### src/design/irq_unit_pkg.sv
// shared constants and types of the multi-level interrupt unit
package irq_unit_pkg;
  // clocks per machine cycle; the unit polls once per machine cycle
  localparam int          MC_CLKS      = 12;
  // response window, machine cycles, exclusive bounds
  localparam int          LAT_MIN_MC   = 3;
  localparam int          LAT_MAX_MC   = 9;
  localparam int          NUM_PAIRS    = 6;
  localparam int          NUM_SRC      = 12;
  localparam int          NUM_CMP      = 4;
  // special-register addresses of the enable and priority registers
  localparam logic [7:0]  ADDR_EN_LO   = 8'ha8;
  localparam logic [7:0]  ADDR_EN_HI   = 8'hb8;
  localparam logic [7:0]  ADDR_PRIO_LO = 8'ha9;
  localparam logic [7:0]  ADDR_PRIO_HI = 8'hb9;
  localparam logic [7:0]  RST_REG      = 8'h00;
  // global enable position in the low enable register
  localparam int          EN_ALL_BIT   = 7;
  // writable width of the high priority register
  localparam int          PRIO_HI_W    = 6;
  // vector addresses: member 0 of a pair, member 1, step per pair
  localparam logic [15:0] VEC_BASE_LO  = 16'h0003;
  localparam logic [15:0] VEC_BASE_HI  = 16'h0043;
  localparam logic [15:0] VEC_STEP     = 16'h0008;
  localparam logic [15:0] VEC_SERIAL   = 16'h0023;
  localparam logic [15:0] VEC_TIMER2   = 16'h002b;

  // compare output behaviour of one channel
  typedef enum logic {
    CMP_SET_ON_MATCH = 1'b0,
    CMP_SOFT_LEVEL   = 1'b1
  } cmp_mode_e;

  // configuration of one compare channel
  typedef struct packed {
    logic        enable;
    cmp_mode_e   mode;
    logic        soft_level;
    logic [15:0] value;
  } cmp_cfg_s;

  // request presented to the cpu core
  typedef struct packed {
    logic        valid;
    logic [1:0]  level;
    logic [15:0] vector;
  } irq_req_s;
endpackage

### src/design/multi_level_interrupt_unit.sv
// twelve-vector, four-level interrupt unit with timer 2 compare logic
//
// Overview of operation
// - twelve vectors, fixed addresses, eight-byte steps
// - serial and timer 2 vectors have two causes
// - each vector has its own enable
// - response between 3 and 9 machine cycles
// - ext 0/1 trigger on low level or fall
// - ext 2/3 trigger on chosen edge
// - ext 3..6 share pins with compare/capture
// - vector pairs take one of four levels
// - compare match drives output, raises request
// - mode 0: match sets, overflow clears output
// - mode 1: software level, overflow no change
// - port 1 bits carry ext 2..6 and channels
// - port 3 bits carry ext 0 and 1
// - reload trigger pin sets reload flag
// - enable/priority registers reset to zero
`timescale 1ns/1ps
module multi_level_interrupt_unit #(
  parameter int MC_CLKS = irq_unit_pkg::MC_CLKS
) (
  input  wire logic                        clk,
  input  wire logic                        rst,
  input  wire logic                        ext_irq_pin_0,
  input  wire logic                        ext_irq_pin_1,
  input  wire logic                        ext_irq_pin_2,
  input  wire logic [3:0]                  cmp_cap_pin_in,
  input  wire logic                        timer2_reload_trigger_pin,
  output logic [3:0]                       cmp_cap_pin_out,
  output logic [3:0]                       cmp_cap_pin_oe_n,
  input  wire logic                        reg_wr_en,
  input  wire logic [7:0]                  reg_wr_addr,
  input  wire logic [7:0]                  reg_wdata,
  input  wire logic [1:0]                  ext01_edge_mode,
  input  wire logic [1:0]                  ext23_rising,
  input  wire irq_unit_pkg::cmp_cfg_s [3:0] cmp_cfg,
  input  wire logic [15:0]                 timer2_count,
  input  wire logic                        timer2_ovf_pulse,
  input  wire logic                        timer0_overflow_flag,
  input  wire logic                        timer1_overflow_flag,
  input  wire logic                        uart_receive_done,
  input  wire logic                        uart_transmit_done,
  input  wire logic                        timer2_overflow_flag,
  input  wire logic                        converter_done_flag,
  input  wire logic                        reload_flag_clr,
  input  wire logic                        cpu_ack,
  input  wire logic                        cpu_reti,
  output irq_unit_pkg::irq_req_s           irq_req,
  output logic [11:0]                      taken_src,
  output logic [3:0]                       in_service,
  output logic [6:0]                       ext_irq_flags,
  output logic                             timer2_reload_pin_flag,
  output logic [7:0]                       irq_enable_reg_lo,
  output logic [7:0]                       irq_enable_reg_hi,
  output logic [7:0]                       prio_level_reg_lo,
  output logic [7:0]                       prio_level_reg_hi
);
  localparam int CW = $clog2(MC_CLKS);
  localparam int req_bound = 2 * MC_CLKS;

  // the divider needs at least two clocks per machine cycle
  if (MC_CLKS < 2 || MC_CLKS > 255) begin : g_chk
    $error("MC_CLKS out of range");
  end

  logic [CW-1:0] mc_cnt;      // position inside the machine cycle
  logic          mc_en;       // one pulse per machine cycle
  logic [7:0]    sync1;       // first synchroniser stage
  logic [7:0]    sync2;       // second synchroniser stage
  logic [7:0]    pin_q;       // pin level sampled per machine cycle
  logic [7:0]    pin_prev;    // level one machine cycle earlier
  logic [7:0]    fall;        // falling transition seen
  logic [7:0]    rise;        // rising transition seen
  logic [3:0]    cmp_hit;     // compare match, first cycle only
  logic [3:0]    match_q;     // match seen last cycle
  logic [11:0]   pend;        // raw requests, index 2*pair+member
  logic [11:0]   en_vec;      // per-vector enables
  logic [11:0]   clr;         // source taken this cycle
  logic [3:0]    req_idx;     // source of the presented request
  logic          win_valid;   // a request may be presented
  logic [3:0]    win_idx;     // winning source
  logic [1:0]    win_lvl;     // its level
  logic [1:0]    top_lvl;     // highest level in service
  logic          take;        // cpu takes the presented request

  assign take = cpu_ack && irq_req.valid;

  // machine cycle divider
  always_ff @(posedge clk) begin
    if (rst || mc_cnt == CW'(MC_CLKS - 1)) begin
      mc_cnt <= '0;
    end else begin
      mc_cnt <= mc_cnt + 1'b1;
    end
  end

  always_ff @(posedge clk) begin
    mc_en <= !rst && mc_cnt == CW'(MC_CLKS - 1);
  end

  // pins are idle high, so synchronisers reset high
  // ext 0..2, compare/capture and reload pins
  always_ff @(posedge clk) begin
    if (rst) begin
      sync1 <= 8'hff;
      sync2 <= 8'hff;
    end else begin
      sync1 <= {timer2_reload_trigger_pin, cmp_cap_pin_in,
                ext_irq_pin_2, ext_irq_pin_1, ext_irq_pin_0};
      sync2 <= sync1;
    end
  end

  // sample once per machine cycle; an edge needs two samples
  always_ff @(posedge clk) begin
    if (rst) begin
      pin_q    <= 8'hff;
      pin_prev <= 8'hff;
    end else if (mc_en) begin
      pin_q    <= sync2;
      pin_prev <= pin_q;
    end
  end

  assign fall = pin_prev & ~pin_q;
  assign rise = ~pin_prev & pin_q;

  // software register writes; addresses not listed are ignored
  // reset to zero
  always_ff @(posedge clk) begin
    if (rst) begin
      irq_enable_reg_lo <= irq_unit_pkg::RST_REG;
      irq_enable_reg_hi <= irq_unit_pkg::RST_REG;
      prio_level_reg_lo <= irq_unit_pkg::RST_REG;
      prio_level_reg_hi <= irq_unit_pkg::RST_REG;
    end else if (reg_wr_en) begin
      unique case (reg_wr_addr)
        irq_unit_pkg::ADDR_EN_LO:   irq_enable_reg_lo <= reg_wdata;
        irq_unit_pkg::ADDR_EN_HI:   irq_enable_reg_hi <= reg_wdata;
        irq_unit_pkg::ADDR_PRIO_LO: prio_level_reg_lo <= reg_wdata;
        // top two bits are undefined; they read as zero here
        irq_unit_pkg::ADDR_PRIO_HI: prio_level_reg_hi <=
          {2'b00, reg_wdata[irq_unit_pkg::PRIO_HI_W-1:0]};
        default: ;
      endcase
    end
  end

  // compare channels; output drive enable is low in compare mode
  for (genvar c = 0; c < irq_unit_pkg::NUM_CMP; c++) begin : g_cmp
    logic hit;
    assign hit        = cmp_cfg[c].enable &&
                        timer2_count == cmp_cfg[c].value;
    assign cmp_hit[c] = hit && !match_q[c];

    always_ff @(posedge clk) begin
      match_q[c] <= !rst && hit;
    end

    always_ff @(posedge clk) begin
      cmp_cap_pin_oe_n[c] <= rst || !cmp_cfg[c].enable;
    end

    always_ff @(posedge clk) begin
      if (rst) begin
        cmp_cap_pin_out[c] <= 1'b0;
      end else if (cmp_cfg[c].mode == irq_unit_pkg::CMP_SET_ON_MATCH) begin
        if (cmp_hit[c]) begin
          cmp_cap_pin_out[c] <= 1'b1;
        end else if (timer2_ovf_pulse) begin
          cmp_cap_pin_out[c] <= 1'b0;
        end
      end else if (cmp_hit[c]) begin
        cmp_cap_pin_out[c] <= cmp_cfg[c].soft_level;
      end
    end
  end

  // external flags; a set in the clearing cycle wins
  // ack clears, level follows
  always_ff @(posedge clk) begin
    if (rst) begin
      ext_irq_flags <= 7'h00;
    end else begin
      for (int k = 0; k < 2; k++) begin
        if (!ext01_edge_mode[k]) begin
          if (mc_en) ext_irq_flags[k] <= !pin_q[k];
        end else if (mc_en && fall[k]) begin
          ext_irq_flags[k] <= 1'b1;
        end else if (clr[4*k]) begin
          ext_irq_flags[k] <= 1'b0;
        end
      end
      // ext 2 edge select
      if (mc_en && (ext23_rising[0] ? rise[2] : fall[2])) begin
        ext_irq_flags[2] <= 1'b1;
      end else if (clr[3]) begin
        ext_irq_flags[2] <= 1'b0;
      end
      // ext 3 chooses its edge, 4..6 rise; a match also requests
      for (int k = 0; k < 4; k++) begin
        if ((mc_en && ((k == 0 && !ext23_rising[1]) ? fall[3+k]
                                                    : rise[3+k]))
            || cmp_hit[k]) begin
          ext_irq_flags[3+k] <= 1'b1;
        end else if (clr[2*k+5]) begin
          ext_irq_flags[3+k] <= 1'b0;
        end
      end
    end
  end

  // reload trigger flag, cleared by software only
  // falling edge sets flag
  always_ff @(posedge clk) begin
    if (rst) begin
      timer2_reload_pin_flag <= 1'b0;
    end else if (mc_en && fall[7]) begin
      timer2_reload_pin_flag <= 1'b1;
    end else if (reload_flag_clr) begin
      timer2_reload_pin_flag <= 1'b0;
    end
  end

  // shared serial and timer 2 vectors
  assign pend = {ext_irq_flags[6],
                 timer2_overflow_flag || timer2_reload_pin_flag,
                 ext_irq_flags[5], uart_receive_done || uart_transmit_done,
                 ext_irq_flags[4], timer1_overflow_flag,
                 ext_irq_flags[3], ext_irq_flags[1],
                 ext_irq_flags[2], timer0_overflow_flag,
                 converter_done_flag, ext_irq_flags[0]};

  always_comb begin
    for (int p = 0; p < irq_unit_pkg::NUM_PAIRS; p++) begin
      en_vec[2*p]   = irq_enable_reg_lo[irq_unit_pkg::EN_ALL_BIT]
                      && irq_enable_reg_lo[p];
      en_vec[2*p+1] = irq_enable_reg_lo[irq_unit_pkg::EN_ALL_BIT]
                      && irq_enable_reg_hi[p];
    end
  end

  // highest level currently in service
  always_comb begin
    top_lvl = 2'd0;
    for (int l = 0; l < 4; l++) begin
      if (in_service[l]) top_lvl = 2'(l);
    end
  end

  // level first, then fixed polling order
  always_comb begin
    logic [1:0] lvl;
    lvl       = 2'd0;
    win_valid = 1'b0;
    win_idx   = 4'd0;
    win_lvl   = 2'd0;
    for (int l = 3; l >= 0; l--) begin
      for (int s = 0; s < irq_unit_pkg::NUM_SRC; s++) begin
        lvl = {prio_level_reg_hi[s/2], prio_level_reg_lo[s/2]};
        if (!win_valid && pend[s] && en_vec[s] && lvl == 2'(l) &&
            (in_service == 4'h0 || lvl > top_lvl)) begin
          win_valid = 1'b1;
          win_idx   = 4'(s);
          win_lvl   = lvl;
        end
      end
    end
  end

  // request register, refreshed once per machine cycle
  // one machine cycle to present
  always_ff @(posedge clk) begin
    if (rst || take) begin
      irq_req <= '0;
      req_idx <= 4'd0;
    end else if (mc_en) begin
      irq_req.valid  <= win_valid;
      irq_req.level  <= win_lvl;
      irq_req.vector <= (win_idx[0] ? irq_unit_pkg::VEC_BASE_HI
                                    : irq_unit_pkg::VEC_BASE_LO)
                        + irq_unit_pkg::VEC_STEP * 16'(win_idx[3:1]);
      req_idx        <= win_idx;
    end
  end

  assign clr = take ? (12'h001 << req_idx) : 12'h000;

  always_ff @(posedge clk) begin
    taken_src <= rst ? 12'h000 : clr;
  end

  // in-service levels; return frees the top level first
  always_ff @(posedge clk) begin
    if (rst) begin
      in_service <= 4'h0;
    end else begin
      for (int l = 0; l < 4; l++) begin
        if (take && irq_req.level == 2'(l)) begin
          in_service[l] <= 1'b1;
        end else if (cpu_reti && top_lvl == 2'(l)) begin
          in_service[l] <= 1'b0;
        end
      end
    end
  end
endmodule

### config.mk
export PLATFORM = sky130hd
export DESIGN_NAME = multi_level_interrupt_unit
export DESIGN_NICKNAME = d
export VERILOG_FILES = /design/src/design/irq_unit_pkg.sv /design/src/design/multi_level_interrupt_unit.sv
export SDC_FILE = /design/constraint.sdc
export NUM_CORES = 1
export LEC_CHECK = 0
export ABC_AREA = 1
export BUFFER_PORTS_ARGS = -buffer_cell sky130_fd_sc_hd__clkbuf_2
export CAP_MARGIN = 30
export CORE_MARGIN = 4
export CORE_UTILIZATION = 30
export DETAILED_ROUTE_END_ITERATION = 8
export SLEW_MARGIN = 30
export SYNTH_ARGS = -nofsm -noshare
export SYNTH_HDL_FRONTEND = slang
export SYNTH_SLANG_ARGS = --single-unit
### constraint.sdc
create_clock -name clk -period 7.12 [get_ports clk]
set_clock_uncertainty 0.05 [all_clocks]
set_input_delay 0.356 -clock clk [delete_from_list [all_inputs] [get_ports clk]]
set_output_delay 0.356 -clock clk [all_outputs]
set_load 0.005 [all_outputs]
## After elaboration in Yosys (flattened, before gate mapping)

Index checks and enable logic that the tools add are counted.
W data, S select, Z words.

| word-level totals | value |
|---|---|
| register bits | 126 |
| bits of input ports | 133 |
| output and inout port bits | 83 |
| word-level logic and storage cells | 629 |

| operators by class | value |
|---|---|
| add/sub/neg operators | 2 |
| order comparisons | 6 |
| equal/unequal tests | 39 |
| shift operators | 1 |
| muxes and demuxes | 191 |
| bitwise operators | 5 |
| reduce and logical (&&, ||, !) cells | 345 |

Operator list:

| operator | count |
|---|---|
| $logic_and A1 B1 Y1 | 233 |
| $mux W4 | 46 |
| $mux W2 | 50 |
| $mux W1 | 93 |
| $eq A16 B16 Y1 | 4 |
| $logic_not A1 Y1 | 58 |
| $eq A2 B2 Y1 const B | 16 |
| $eq A8 B8 Y1 const B | 4 |
| $reduce_bool A2 Y1 | 16 |
| $reduce_and A2 Y1 | 10 |
| $logic_or A1 B1 Y1 | 18 |
| $eq A2 B1 Y1 const B | 8 |
| $logic_not A2 Y1 | 8 |
| $gt A2 B2 Y1 | 6 |
| $mux W12 | 1 |
| $shl A1 B4 Y12 const A | 1 |
| $add A7 B6 Y8 | 1 |
| $and A8 B8 Y8 | 1 |
| $ne A2 B1 Y1 const B | 4 |
| $not A8 Y8 | 1 |
| $and A7 B7 Y7 | 1 |
| $mux W7 | 1 |
| $not A7 Y7 | 1 |
| $ne A3 B1 Y1 const B | 2 |
| 5 further kinds | 5 |

## Depth between registers and ports, before layout

Gate-level depths: netlist of run 1.

| depth | value |
|---|---|
| depth in word-level cells | 291 |
| depth in mapped cells | 39 |

## Worst setup path before layout of run 1

OpenSTA, ideal clock, no wires.

| timing path | value |
|---|---|
| path type | flip-flop to flip-flop |
| from | reg in_service[3] |
| to | reg irq_req[18] (netlist bit) |
| setup time | 0.117 ns |
| arrival time | 4.118 ns |
| required time | 6.953 ns |
| setup slack | 2.835 ns |
| stages on the path, launching flop included | 35 |
| path buffers | 0 |
| period minus slack after synthesis | 4.285 ns |
| path through | dfxtp_1 nor2_2 ha_1 nand2_1 nand2_1 nand2_1 nand2_2 nand2_1 nand3_2 nor2_2 nand4_2 nor2_4 nand4_4 nor2_4 nand4_2 nor2_2 nand4_2 nor2_2 nand4_2 nor2_2 nand4_2 nor2_2 nand4_2 nor2_2 nand4_2 nor2_4 nand4_1 a21oi_2 nand2_1 nor2_2 nand4_2 nand4_2 nand2_1 nor2_1 nor2_1 |

| on the way | value |
|---|---|
| longest elaborated chain between the ends | 287 |
| elaborated cells between the ends (all ways) | 298 |
| classes of those cells | order compare: 6; mux: 49; reduce/logical: 243 |

RTL lines:

| element | line | text |
|---|---|---|
| start, declared | multi_level_interrupt_unit.sv:51 | `output logic [3:0] in_service,` |
| start signal, assigned | multi_level_interrupt_unit.sv:297 | `in_service <= 4'h0;` |
| start signal, assigned by index | multi_level_interrupt_unit.sv:301 | `in_service[l] <= 1'b1;` |
| start signal, assigned by index | multi_level_interrupt_unit.sv:303 | `in_service[l] <= 1'b0;` |
| $mux W2 | multi_level_interrupt_unit.sv:248 | `if (in_service[l]) top_lvl = 2'(l);` |
| $gt A2 B2 Y1 | multi_level_interrupt_unit.sv:263 | `(in_service == 4'h0 \|\| lvl > top_lvl)) begin` |
| $logic_or A1 B1 Y1 | multi_level_interrupt_unit.sv:263 |  |
| $logic_and A1 B1 Y1 | multi_level_interrupt_unit.sv:262 | `if (!win_valid && pend[s] && en_vec[s] && lvl == 2'(l) &&` |
| $mux W1 | multi_level_interrupt_unit.sv:262 |  |
| $logic_not A1 Y1 | multi_level_interrupt_unit.sv:262 |  |
| $logic_and A1 B1 Y1 (4 in a row) | multi_level_interrupt_unit.sv:262 |  |
| $mux W1 | multi_level_interrupt_unit.sv:262 |  |
| [259 not listed] | n/a |  |
| $logic_and A1 B1 Y1 (4 in a row) | multi_level_interrupt_unit.sv:262 |  |
| $mux W1 | multi_level_interrupt_unit.sv:262 |  |
| $logic_not A1 Y1 | multi_level_interrupt_unit.sv:262 |  |
| $logic_and A1 B1 Y1 (4 in a row) | multi_level_interrupt_unit.sv:262 |  |
| $mux W1 | multi_level_interrupt_unit.sv:262 |  |
| $logic_not A1 Y1 | multi_level_interrupt_unit.sv:262 |  |
| $logic_and A1 B1 Y1 (4 in a row) | multi_level_interrupt_unit.sv:262 |  |
| $mux W1 * | multi_level_interrupt_unit.sv:262 |  |
| end, declared | multi_level_interrupt_unit.sv:49 | `output irq_unit_pkg::irq_req_s irq_req,` |

Every way passes the cells marked *; elsewhere a longest branch is shown, timed or not.
A chain may end at the register's enable or synchronous reset.

## Worst setup path in the final report of run 1

| timing path | value |
|---|---|
| from | reg in_service[3] |
| to | reg req_idx[1] |

| on the way | value |
|---|---|
| longest elaborated chain between the ends | 287 |
| elaborated cells between the ends (all ways) | 343 |
| classes of those cells | order compare: 6; mux: 94; reduce/logical: 243 |

RTL lines:

| element | line | text |
|---|---|---|
| $mux W2 | multi_level_interrupt_unit.sv:248 |  |
| $gt A2 B2 Y1 | multi_level_interrupt_unit.sv:263 |  |
| $logic_or A1 B1 Y1 | multi_level_interrupt_unit.sv:263 |  |
| $logic_and A1 B1 Y1 | multi_level_interrupt_unit.sv:262 |  |
| $mux W1 | multi_level_interrupt_unit.sv:262 |  |
| $logic_not A1 Y1 | multi_level_interrupt_unit.sv:262 |  |
| $logic_and A1 B1 Y1 (4 in a row) | multi_level_interrupt_unit.sv:262 |  |
| $mux W1 | multi_level_interrupt_unit.sv:262 |  |
| [259 not listed] | n/a |  |
| $logic_and A1 B1 Y1 (4 in a row) | multi_level_interrupt_unit.sv:262 |  |
| $mux W1 | multi_level_interrupt_unit.sv:262 |  |
| $logic_not A1 Y1 | multi_level_interrupt_unit.sv:262 |  |
| $logic_and A1 B1 Y1 (4 in a row) | multi_level_interrupt_unit.sv:262 |  |
| $mux W1 | multi_level_interrupt_unit.sv:262 |  |
| $logic_not A1 Y1 | multi_level_interrupt_unit.sv:262 |  |
| $logic_and A1 B1 Y1 (4 in a row) | multi_level_interrupt_unit.sv:262 |  |
| $mux W4 * | multi_level_interrupt_unit.sv:262 |  |
| end signal, assigned | multi_level_interrupt_unit.sv:284 | `req_idx <= win_idx;` |
| end, declared | multi_level_interrupt_unit.sv:80 | `logic [3:0] req_idx;` |

Marks and branches as above.

==> run metrics, run 1 <==
FILL cells 2329; warning count from the yosys run 0; Vias 6811; worst hold path stage count 2; Power Dens Cells 158 nW/um2; Initial DRC Count 348; global-route wire length before repair 34.4 mm; WL final 22.0 mm; Overall Global Routing Usage 0.179; Die H 155 um; post-synthesis average cell area 6.76 um2; Setup crit end kind flip-flop; core area 21200 um2; first drt pass iteration count 4; CP bufs+invs 0; vias in the first global route 6611; Vias per Instance 4.74; Critical Setup Path Class flip-flop to flip-flop; Final WS setup 2.28 ns; CTS tree built; Least-Margin Pin Slew 0.798 ns; die extent in x 155 um; Post-Layout Cell Count 1437; Crit path max-delay family simple AND/OR/NAND/NOR gates; pre-CTS setup slack 2.30 ns; Critical Path RT 7.32 ns; Critical-path top delay cell dfxtp_1; GP Congestion 0.932; hold path start ext_irq_pin_2; Rows 53; number of synthesized flops with an enable pin 0; placed insts 1421; share of synthesized flip-flops with an asynchronous set or reset 0; DRC errors left 0; worst r2r src in_service[3]; area grow syn2layout 23.7%; critical path startpoint category flip-flop; unrepaired setup endpoints after global routing no; Final Max Slew Viols 0; Hold Path Sink sync1[2]; fmax 0.206 GHz; setup TNS 0 ns; # setup viols final 0; clk buf depth 2; CTS Root Cell clkbuf_16; Unique masters post-synth 46; grt ovf 0; Max Cap Violations 0; synthesized flop and latch total 111; Worst R2R Setup Slack 2.28 ns; most used cell, CP nand4_2; CTS Buf Count 9; share of cells above drive strength 1 0.248; Clock Sinks 111; reg-to-reg endpoint req_idx[1]; Layout Nets 1303; WP depth 34; hold crit path type input port to flip-flop; # port buffers 203; status finished, final reports clean; R2R cell count 34; register area share after synthesis 0.341; Routed Antenna Nets 0; final hold violations 0; H-tree Lvls 3; Final min period 4.84 ns; cts repair resizes 0; post-route clock period utilization 0.680; CP arrival 5.04 ns; Post-Syn Area 6510 um2; DR WL/cell 15.3 um; Setup Buffers After CTS 0; CTS Hold Bufs 0; IO Count 216; synthesized instance count 963; max_slew headroom 0.463; leakage 0.00392 uW; clk slew on worst S/H paths 0.09 ns; # diodes 0; Starting Density 0.307; most frequent cells in the layout 203 x clkbuf_2, 166 x nor2_1, 147 x inv_1, 138 x nand2_1, 111 x dfxtp_1; Worst-Skew Late Latency 0.36 ns; die area 24100 um2; VDD IR max 0.102 mV; Main synth FF type dfxtp_1; initial antenna violation count 0; CP max FO 7; commonest non-fill, non-tap cell in the layout clkbuf_2; pin count of the biggest net entering global routing 50; dpl hpwl 18.4 mm; max incr delay on CP 0.35 ns
synth_stat cells (all sizes together) (2+ instances only):
library cell	n	share of area
a2111oi	2	0.0027
a211o	2	0.0031
a211oi	11	0.013
a21oi	40	0.032
a221oi	4	0.0054
a31oi	7	0.0067
buf	18	0.020
clkbuf	16	0.0092
clkinv	2	0.0012
dfxtp	111	0.34
ha	13	0.025
inv	147	0.085
nand2	145	0.088
nand3	41	0.035
nand4	29	0.039
nor2	180	0.11
nor3	32	0.025
nor3b	3	0.0035
nor4	9	0.0086
o2111ai	6	0.0081
o211ai	6	0.0069
o21ai	69	0.053
o21bai	3	0.0035
o22ai	7	0.0067
o31ai	2	0.0023
o41ai	2	0.0027
or2	26	0.025
xnor2	7	0.0094
xor2	16	0.022
power by group:
part           total, uW  internal (uW)  switching, uW
clock                518            253            264
sequential           630            627           2.76
combinational        123           55.2           68.2
total               1270            936            335
worst register-to-register path: cells and delay by family, from the launching register on:
family / cells / cell delay [ns]
simple gates: 32 / 3.83
flops: 1 / 0.35
fa+ha+maj: 1 / 0.32
compound gates: 1 / 0.19
metrics by stage:
step | power, uW | hold slack [ns] | area (um2) | utilization
after floorplan | 709 | 0.339 | 6560 | -
after global placement | 768 | 0.343 | 7750 | 0.365
after detailed placement | 769 | 0.347 | 7750 | 0.365
after CTS | 1290 | 0.103 | 8060 | 0.380
after global routing | 1330 | 0.0964 | 8060 | 0.380
final | 1270 | 0.116 | 8060 | 0.380
metal layers:
metal / vias up / wire length, um / track usage / part of all wire
met4: 0 / 582 / 0.0617 / 0.026
met1: 3051 / 9130 / 0.211 / 0.42
met5: - / 0 / 0 / 0
met2: 210 / 11000 / 0.325 / 0.50
li1: 3522 / - / - / -
met3: 28 / 1260 / 0.0309 / 0.057
cells by family (layout without fill, tap and decap cells):
kind of cell             count (synthesis)  after routing  share of synthesized area
XOR/XNOR                                23             23                     0.0309
AND/OR/NAND/NOR                        466            466                      0.336
other                                    1             12                   0.000576
flip-flops                             111            111                      0.341
buffers and inverters                  183            371                      0.115
AO/OA/AOI/OAI                          166            166                      0.152
adder cells (fa/ha/maj)                 13             13                     0.0250
flip-flops by register name, indices dropped and copies added, names as in the netlist:
register / count
irq_req: 5
in_service: 4
match_q: 4
irq_enable_reg_hi: 8
taken_src: 12
prio_level_reg_hi: 6
irq_enable_reg_lo: 8
sync2: 8
cmp_cap_pin_oe_n: 4
ext_irq_flags: 7
pin_q: 8
mc_cnt: 4
prio_level_reg_lo: 8
mc_en: 1
req_idx: 3
sync1: 8
pin_prev: 8
timer2_reload_pin_flag: 1
cmp_cap_pin_out: 4
worst max path at each step:
| stage | start | end |
|---|---|---|
| finish | in_service[3] | req_idx[1] |
| global route | in_service[3] | irq_req[18] |
| CTS | in_service[3] | irq_req[18] |
| detailed placement | in_service[3] | irq_req[18] |
| global placement | in_service[3] | irq_req[18] |
| floorplan | in_service[3] | irq_req[18] |
layout make-up:
cell class,count,area (um2),share of cell area
clock buffers,9,225,0.0280
flip-flops and latches,111,2220,0.276
repair buffers,206,1040,0.129
inverters,149,559,0.0694
clock inverters,7,81.3,0.0101
well taps,275,344,0.0427
multi-input cells,680,3590,0.445
No activity file was read; power rests on OpenSTA's default activity.
==> inputs of run 2 (changes only) <==
--- a/config.mk
+++ b/config.mk
@@ -5,7 +5,7 @@
 export SDC_FILE = /design/constraint.sdc
 export NUM_CORES = 1
 export LEC_CHECK = 0
-export ABC_AREA = 1
+export ABC_AREA = 0
 export BUFFER_PORTS_ARGS = -buffer_cell sky130_fd_sc_hd__clkbuf_2
 export CAP_MARGIN = 30
 export CORE_MARGIN = 4
==> constraint.sdc (replaced) <==
create_clock -name clk -period 4.2 [get_ports clk]
set_clock_uncertainty 0.05 [all_clocks]
set_input_delay 0.21 -clock clk [delete_from_list [all_inputs] [get_ports clk]]
set_output_delay 0.21 -clock clk [all_outputs]
set_load 0.005 [all_outputs]
==> run metrics, run 2 <==
CTS Hold Bufs 14 (+14); synthesized flop and latch total 111 (unchanged); worst r2r src in_service[3]; clk buf depth 2 (unchanged); commonest non-fill, non-tap cell in the layout clkbuf_2; pin count of the biggest net entering global routing 95 (+90%); die area 23700 um2 (-2.0%); CTS Buf Count 9 (unchanged); critical path startpoint category flip-flop; Largest Register taken_src; Yosys top cell area share 0.348 (+0.00723); CP arrival 3.91 ns (-1.13 ns); Max Cap Violations 0 (unchanged); register area share after synthesis 0.348 (+0.00723); Vias per Instance 5.12 (+8.1%); unrepaired setup endpoints after global routing no; Unique masters post-synth 64 (+39%); leakage 0.00342 uW (-13%); worst hold path stage count 3 (+1); # diodes 0 (unchanged); CTS Root Cell clkbuf_16; Post-Syn Area 6380 um2 (-2.1%); Overall Global Routing Usage 0.184 (+0.00552); final hold violations 0 (unchanged); hold crit path type input port to flip-flop; synthesized instance count 760 (-21%); most common cell in the synthesized netlist dfxtp_1; share of synthesized flip-flops with an asynchronous set or reset 0 (unchanged); grt ovf 0 (unchanged); max_slew headroom 0.358 (-0.105); post-synthesis average cell area 8.39 um2 (+24%); Setup Buffers After CTS 0 (unchanged); vias in the first global route 6331 (-4.2%); M2 GR Usage 0.311 (-0.0139); Worst-Skew Late Latency 0.35 ns (about the same); global-route wire length before repair 34.2 mm (-0.68%); Critical Setup Path Class flip-flop to flip-flop; status finished, final reports clean; DRC errors left 0 (unchanged); Power Dens Cells 270 nW/um2 (+71%); Crit. Startpoint in_service[3]; hold path start cmp_cfg[73]; Layout Nets 1128 (-13%); die extent in x 154 um (-0.99%); CP max FO 8 (+1); pre-CTS setup slack 0.640 ns (-1.66 ns); CTS tree built; top cells by count, synth 111 x dfxtp_1, 76 x nor2_1, 49 x nand2_1; Final Max Slew Viols 0 (unchanged); Setup crit end kind flip-flop; first drt pass iteration count 5 (+1); Critical Path RT 4.43 ns (-2.89 ns); Starting Density 0.304 (-0.00256); most frequent cells in the layout 202 x clkbuf_2, 110 x dfxtp_1, 76 x nor2_1, 49 x nand2_1, 39 x o21ai_0; cts repair resizes 0 (unchanged); met3 GRT Util 0.0355 (+0.00459); post-route clock period utilization 0.875 (+0.195); Clock Sinks 111 (unchanged); IO Count 216 (unchanged); setup TNS 0 ns (unchanged); H-tree Lvls 3 (unchanged); core area 21000 um2 (-1.3%); Final WS setup 0.526 ns (-1.75 ns); Routed Antenna Nets 0 (unchanged); top cells by area, synth dfxtp_1 35%, xnor2_1 4.8%, nor2_1 4.5%, mux2i_1 4.4%, xor2_1 4.1%; clk slew on worst S/H paths 0.08 ns (about the same); Main synth FF type dfxtp_1; dpl hpwl 18.2 mm (-1.1%); initial antenna violation count 0 (unchanged); DR WL/cell 17.9 um (+17%); share of cells above drive strength 1 0.273 (+0.0247); number of synthesized flops with an enable pin 0 (unchanged); GP Congestion 0.976 (+4.7%); FILL cells 2186 (-6.1%); max reg flops 12 (unchanged); Vias 6466 (-5.1%); Die H 154 um (-0.99%); R2R cell count 11 (-68%); fmax 0.272 GHz (+32%); # setup viols final 0 (unchanged); Initial DRC Count 330 (-5.2%); largest area contributor in the netlist dfxtp_1; M1 GR Usage 0.213 (+0.00189); area grow syn2layout 28.6%; VDD IR max 0.141 mV (+38%); WL final 22.6 mm (+2.9%); Rows 53 (unchanged); layer with the highest usage met2; Least-Margin Pin Slew 0.960 ns (+0.162 ns); Final min period 3.67 ns (-1.17 ns); # port buffers 203 (unchanged); warning count from the yosys run 0 (unchanged)
## run 2: cell types whose count changed in the layout (fill, tap and decap cells not counted), sizes merged, moves of 19 or more
cell	previous run	this run
buf	3	23
inv	151	23
mux2i	0	28
nand2	145	49
nand3	41	22
nand4	29	9
nor2	180	76
nor2b	0	20
o21ai	69	40
xnor2	7	35
## run 2: stage by stage
stage                     power (uW)   util  std cells  hold WS (ns)  area, um2
final                           2210  0.392       1262        0.0357       8210
after floorplan                 1210      -        771         0.234       6420
after global placement          1320  0.369       1232         0.345       7740
after CTS                       2240  0.391       1262        0.0230       8200
after detailed placement        1320  0.370       1232         0.347       7750
after global routing            2300  0.392       1262        0.0429       8210
## run 2: path summary, 6_finish.rpt
kind,end,slack (ns)
worst min register to register,sync2[5],0.36
worst max register to register,req_idx[0],0.53
worst min-delay path,cmp_cap_pin_out[3],0.04
worst max-delay path,req_idx[0],0.53
## run 2: area by class of cell
class	instances	area [um2]	area share
Clock inverter	6	81.3	0.00991
Tap cell	275	344	0.0419
Inverter	22	82.6	0.0101
Sequential cell	111	2220	0.271
Multi-Input combinational cell	599	3920	0.478
Clock buffer	10	229	0.0279
Timing Repair Buffer	239	1330	0.161
## run 2: worst max-delay path: stages (launching register included)
cell,delay [ns]
dfxtp_1,0.45
nor2_1,0.08
buf_4,0.18
ha_1,0.29
nor2b_1,0.14
o21ai_0,0.36
a2111oi_0,0.24
nor4_1,0.72
nand2_1,0.25
o41a_1,0.44
a211o_1,0.26
a31oi_1,0.15
## run 2: per-layer routing
layer  routed length (um)  up-vias
met5                    0        -
met4                 1430        0
met3                 1300       68
met2                10700      291
met1                 9190     2918
li1                     -     3189
## run 2: where the power goes
part           internal (uW)  switching, uW  total, uW  leakage, uW
clock network            474            432        907     0.000144
logic                    112            126        238      0.00237
registers               1060           4.23       1070     0.000901
## run 2: cell families (layout without fill, tap and decap cells)
kind of cell / count (synthesis) / count (layout) / synth area share
AOI/OAI and AO/OA: 179 / 179 / 0.191
xor gates and xnor gates: 65 / 65 / 0.0892
adders and majority gates: 13 / 13 / 0.0255
buffers and inverters: 61 / 277 / 0.0463
DFF: 111 / 111 / 0.348
muxes: 28 / 28 / 0.0439
other: 1 / 12 / 0.000588
and+or+nand+nor: 302 / 302 / 0.255
==> inputs of run 3 (changes only) <==
--- a/config.mk
+++ b/config.mk
@@ -11,6 +11,7 @@
 export CORE_MARGIN = 4
 export CORE_UTILIZATION = 30
 export DETAILED_ROUTE_END_ITERATION = 8
+export RECOVER_POWER = 25
 export SLEW_MARGIN = 30
 export SYNTH_ARGS = -nofsm -noshare
 export SYNTH_HDL_FRONTEND = slang
==> run metrics, run 3 (synthesized netlist as in run 2, its figures left out) <==
Worst R2R Setup Slack 0.53 ns (about the same); clk slew on worst S/H paths 0.08 ns (about the same); initial antenna violation count 0 (unchanged); clk buf depth 2 (unchanged); WHS 0.0362 ns (+0.000455 ns); status complete, but fails checks; share of cells above drive strength 1 0.263 (-0.00912); Critical-path top delay cell nor4_1; DRC errors left 0 (unchanged); # setup viols final 0 (unchanged); die extent in x 154 um (unchanged); FILL cells 2187 (+0.046%); Final Core Density 0.391 (-0.000836); die area 23700 um2 (unchanged); Crit. Startpoint in_service[3]; Layout Nets 1128 (unchanged); CTS Hold Bufs 14 (unchanged); GP Congestion 0.976 (unchanged); Initial DRC Count 372 (+13%); commonest non-fill, non-tap cell in the layout clkbuf_2; WL final 22.6 mm (about the same); Crit path max-delay family compound AO/OA/AOI/OAI gates; Routed Antenna Nets 0 (unchanged); Setup crit end kind flip-flop; setup TNS 0 ns (unchanged); final hold violations 0 (unchanged); unrepaired setup endpoints after global routing no; pin count of the biggest net entering global routing 95 (unchanged); global-route wire length before repair 34.2 mm (unchanged); cts repair resizes 0 (unchanged); Vias 6473 (+0.11%); Final min period 3.67 ns (-0.000828 ns); hold crit path type input port to flip-flop; Setup Buffers After CTS 0 (unchanged); Rows 53 (unchanged); Placed Instance Area 7750 um2 (unchanged); Starting Density 0.304 (unchanged); fmax 0.272 GHz (about the same); critical path startpoint category flip-flop; dpl hpwl 18.2 mm (unchanged); Die H 154 um (unchanged); worst r2r src in_service[3]; Least-Margin Pin Slew 4.01 ns (+3.05 ns); # port buffers 203 (unchanged); H-tree Lvls 3 (unchanged); CP bufs+invs 1 (unchanged); post-route clock period utilization 0.875 (about the same); Largest Register taken_src; Clock Sinks 111 (unchanged); failing checks max-capacitance violations, max-slew violations; Tot Pwr 2210 uW (about the same); CTS tree built; CP arrival 3.91 ns (about the same); design area 8190 um2 (-0.21%); core area 21000 um2 (unchanged); Overall Global Routing Usage 0.184 (unchanged); CTS Buf Count 9 (unchanged); Max Cap Violations 1 (+1); CTS Root Cell clkbuf_16; area grow syn2layout 28.4%; Final Max Slew Viols 95 (+95); Power Dens Cells 270 nW/um2 (+0.24%); max reg flops 12 (unchanged); CP max FO 8 (unchanged); # diodes 0 (unchanged); Vias per Instance 5.13 (+0.11%); hold path start cmp_cfg[73]; Worst-Skew Late Latency 0.35 ns (about the same); VDD IR max 0.141 mV (about the same); crit path cell chain nor2_1 > buf_4 > ha_1 > nor2b_1 > o21ai_0 > a2111oi_0 > nor4_1 > nand2_1 > o41a_1 > a211o_1 > a31oi_1; IO Count 216 (unchanged); vias in the first global route 6331 (unchanged); leakage 0.00339 uW (-0.87%); Critical Path RT 4.43 ns (about the same); Critical Setup Path Class flip-flop to flip-flop; max incr delay on CP 0.72 ns (about the same); most frequent cells in the layout 194 x clkbuf_2, 110 x dfxtp_1, 76 x nor2_1, 49 x nand2_1, 39 x o21ai_0; DR WL/cell 17.9 um (about the same); first drt pass iteration count 5 (unchanged); max_slew headroom -1.67 (-2.03); grt ovf 0 (unchanged)
run 3: cell types whose count changed in the layout (fill, tap and decap cells not counted), sizes merged:
cell    previous run  this run
clkbuf           212       213
buf               23        22
run 3: path summary, 6_finish.rpt:
check,endpoint,depth (start not counted)
setup reg to reg,req_idx[0],11
hold reg to reg,sync2[2],1
hold / removal,cmp_cap_pin_out[3],3
setup / recovery,req_idx[0],11
run 3: per-layer routing:
layer  wire length, um  GRT usage
met2             10700      0.311
met3              1340     0.0355
met5                 0          0
met1              9230      0.213
met4              1370      0.119
run 3: area by class of cell:
| cell class | count | area, um2 | share of cell area |
|---|---|---|---|
| Sequential cell | 111 | 2220 | 0.272 |
| Multi-Input combinational cell | 599 | 3920 | 0.479 |
| Timing Repair Buffer | 239 | 1310 | 0.160 |
| Tap cell | 275 | 344 | 0.0420 |
| Clock buffer | 10 | 229 | 0.0280 |
| Inverter | 22 | 82.6 | 0.0101 |
| Clock inverter | 6 | 81.3 | 0.00993 |
run 3: power by group:
part / internal, uW / leakage (uW) / switching, uW
clock network: 474 / 0.000144 / 433
registers: 1060 / 0.000901 / 4.26
logic: 112 / 0.00235 / 126
total: 1650 / 0.00339 / 564
run 3: per-stage QoR:
step / instances / worst slack, ns
final: 1262 / 0.527
after detailed placement: 1232 / 0.640
after floorplan: 771 / 0.802
after global placement: 1232 / 0.723
after global routing: 1262 / 0.199
after CTS: 1262 / 0.602
run 3: worst reg2reg max path, delay by kind of cell, from the launching register on:
| family | cells | cell delay (ns) |
|---|---|---|
| fa+ha+maj | 1 | 0.29 |
| flops | 1 | 0.45 |
| buf+inv | 1 | 0.18 |
| simple gates | 4 | 1.19 |
| compound gates | 5 | 1.45 |
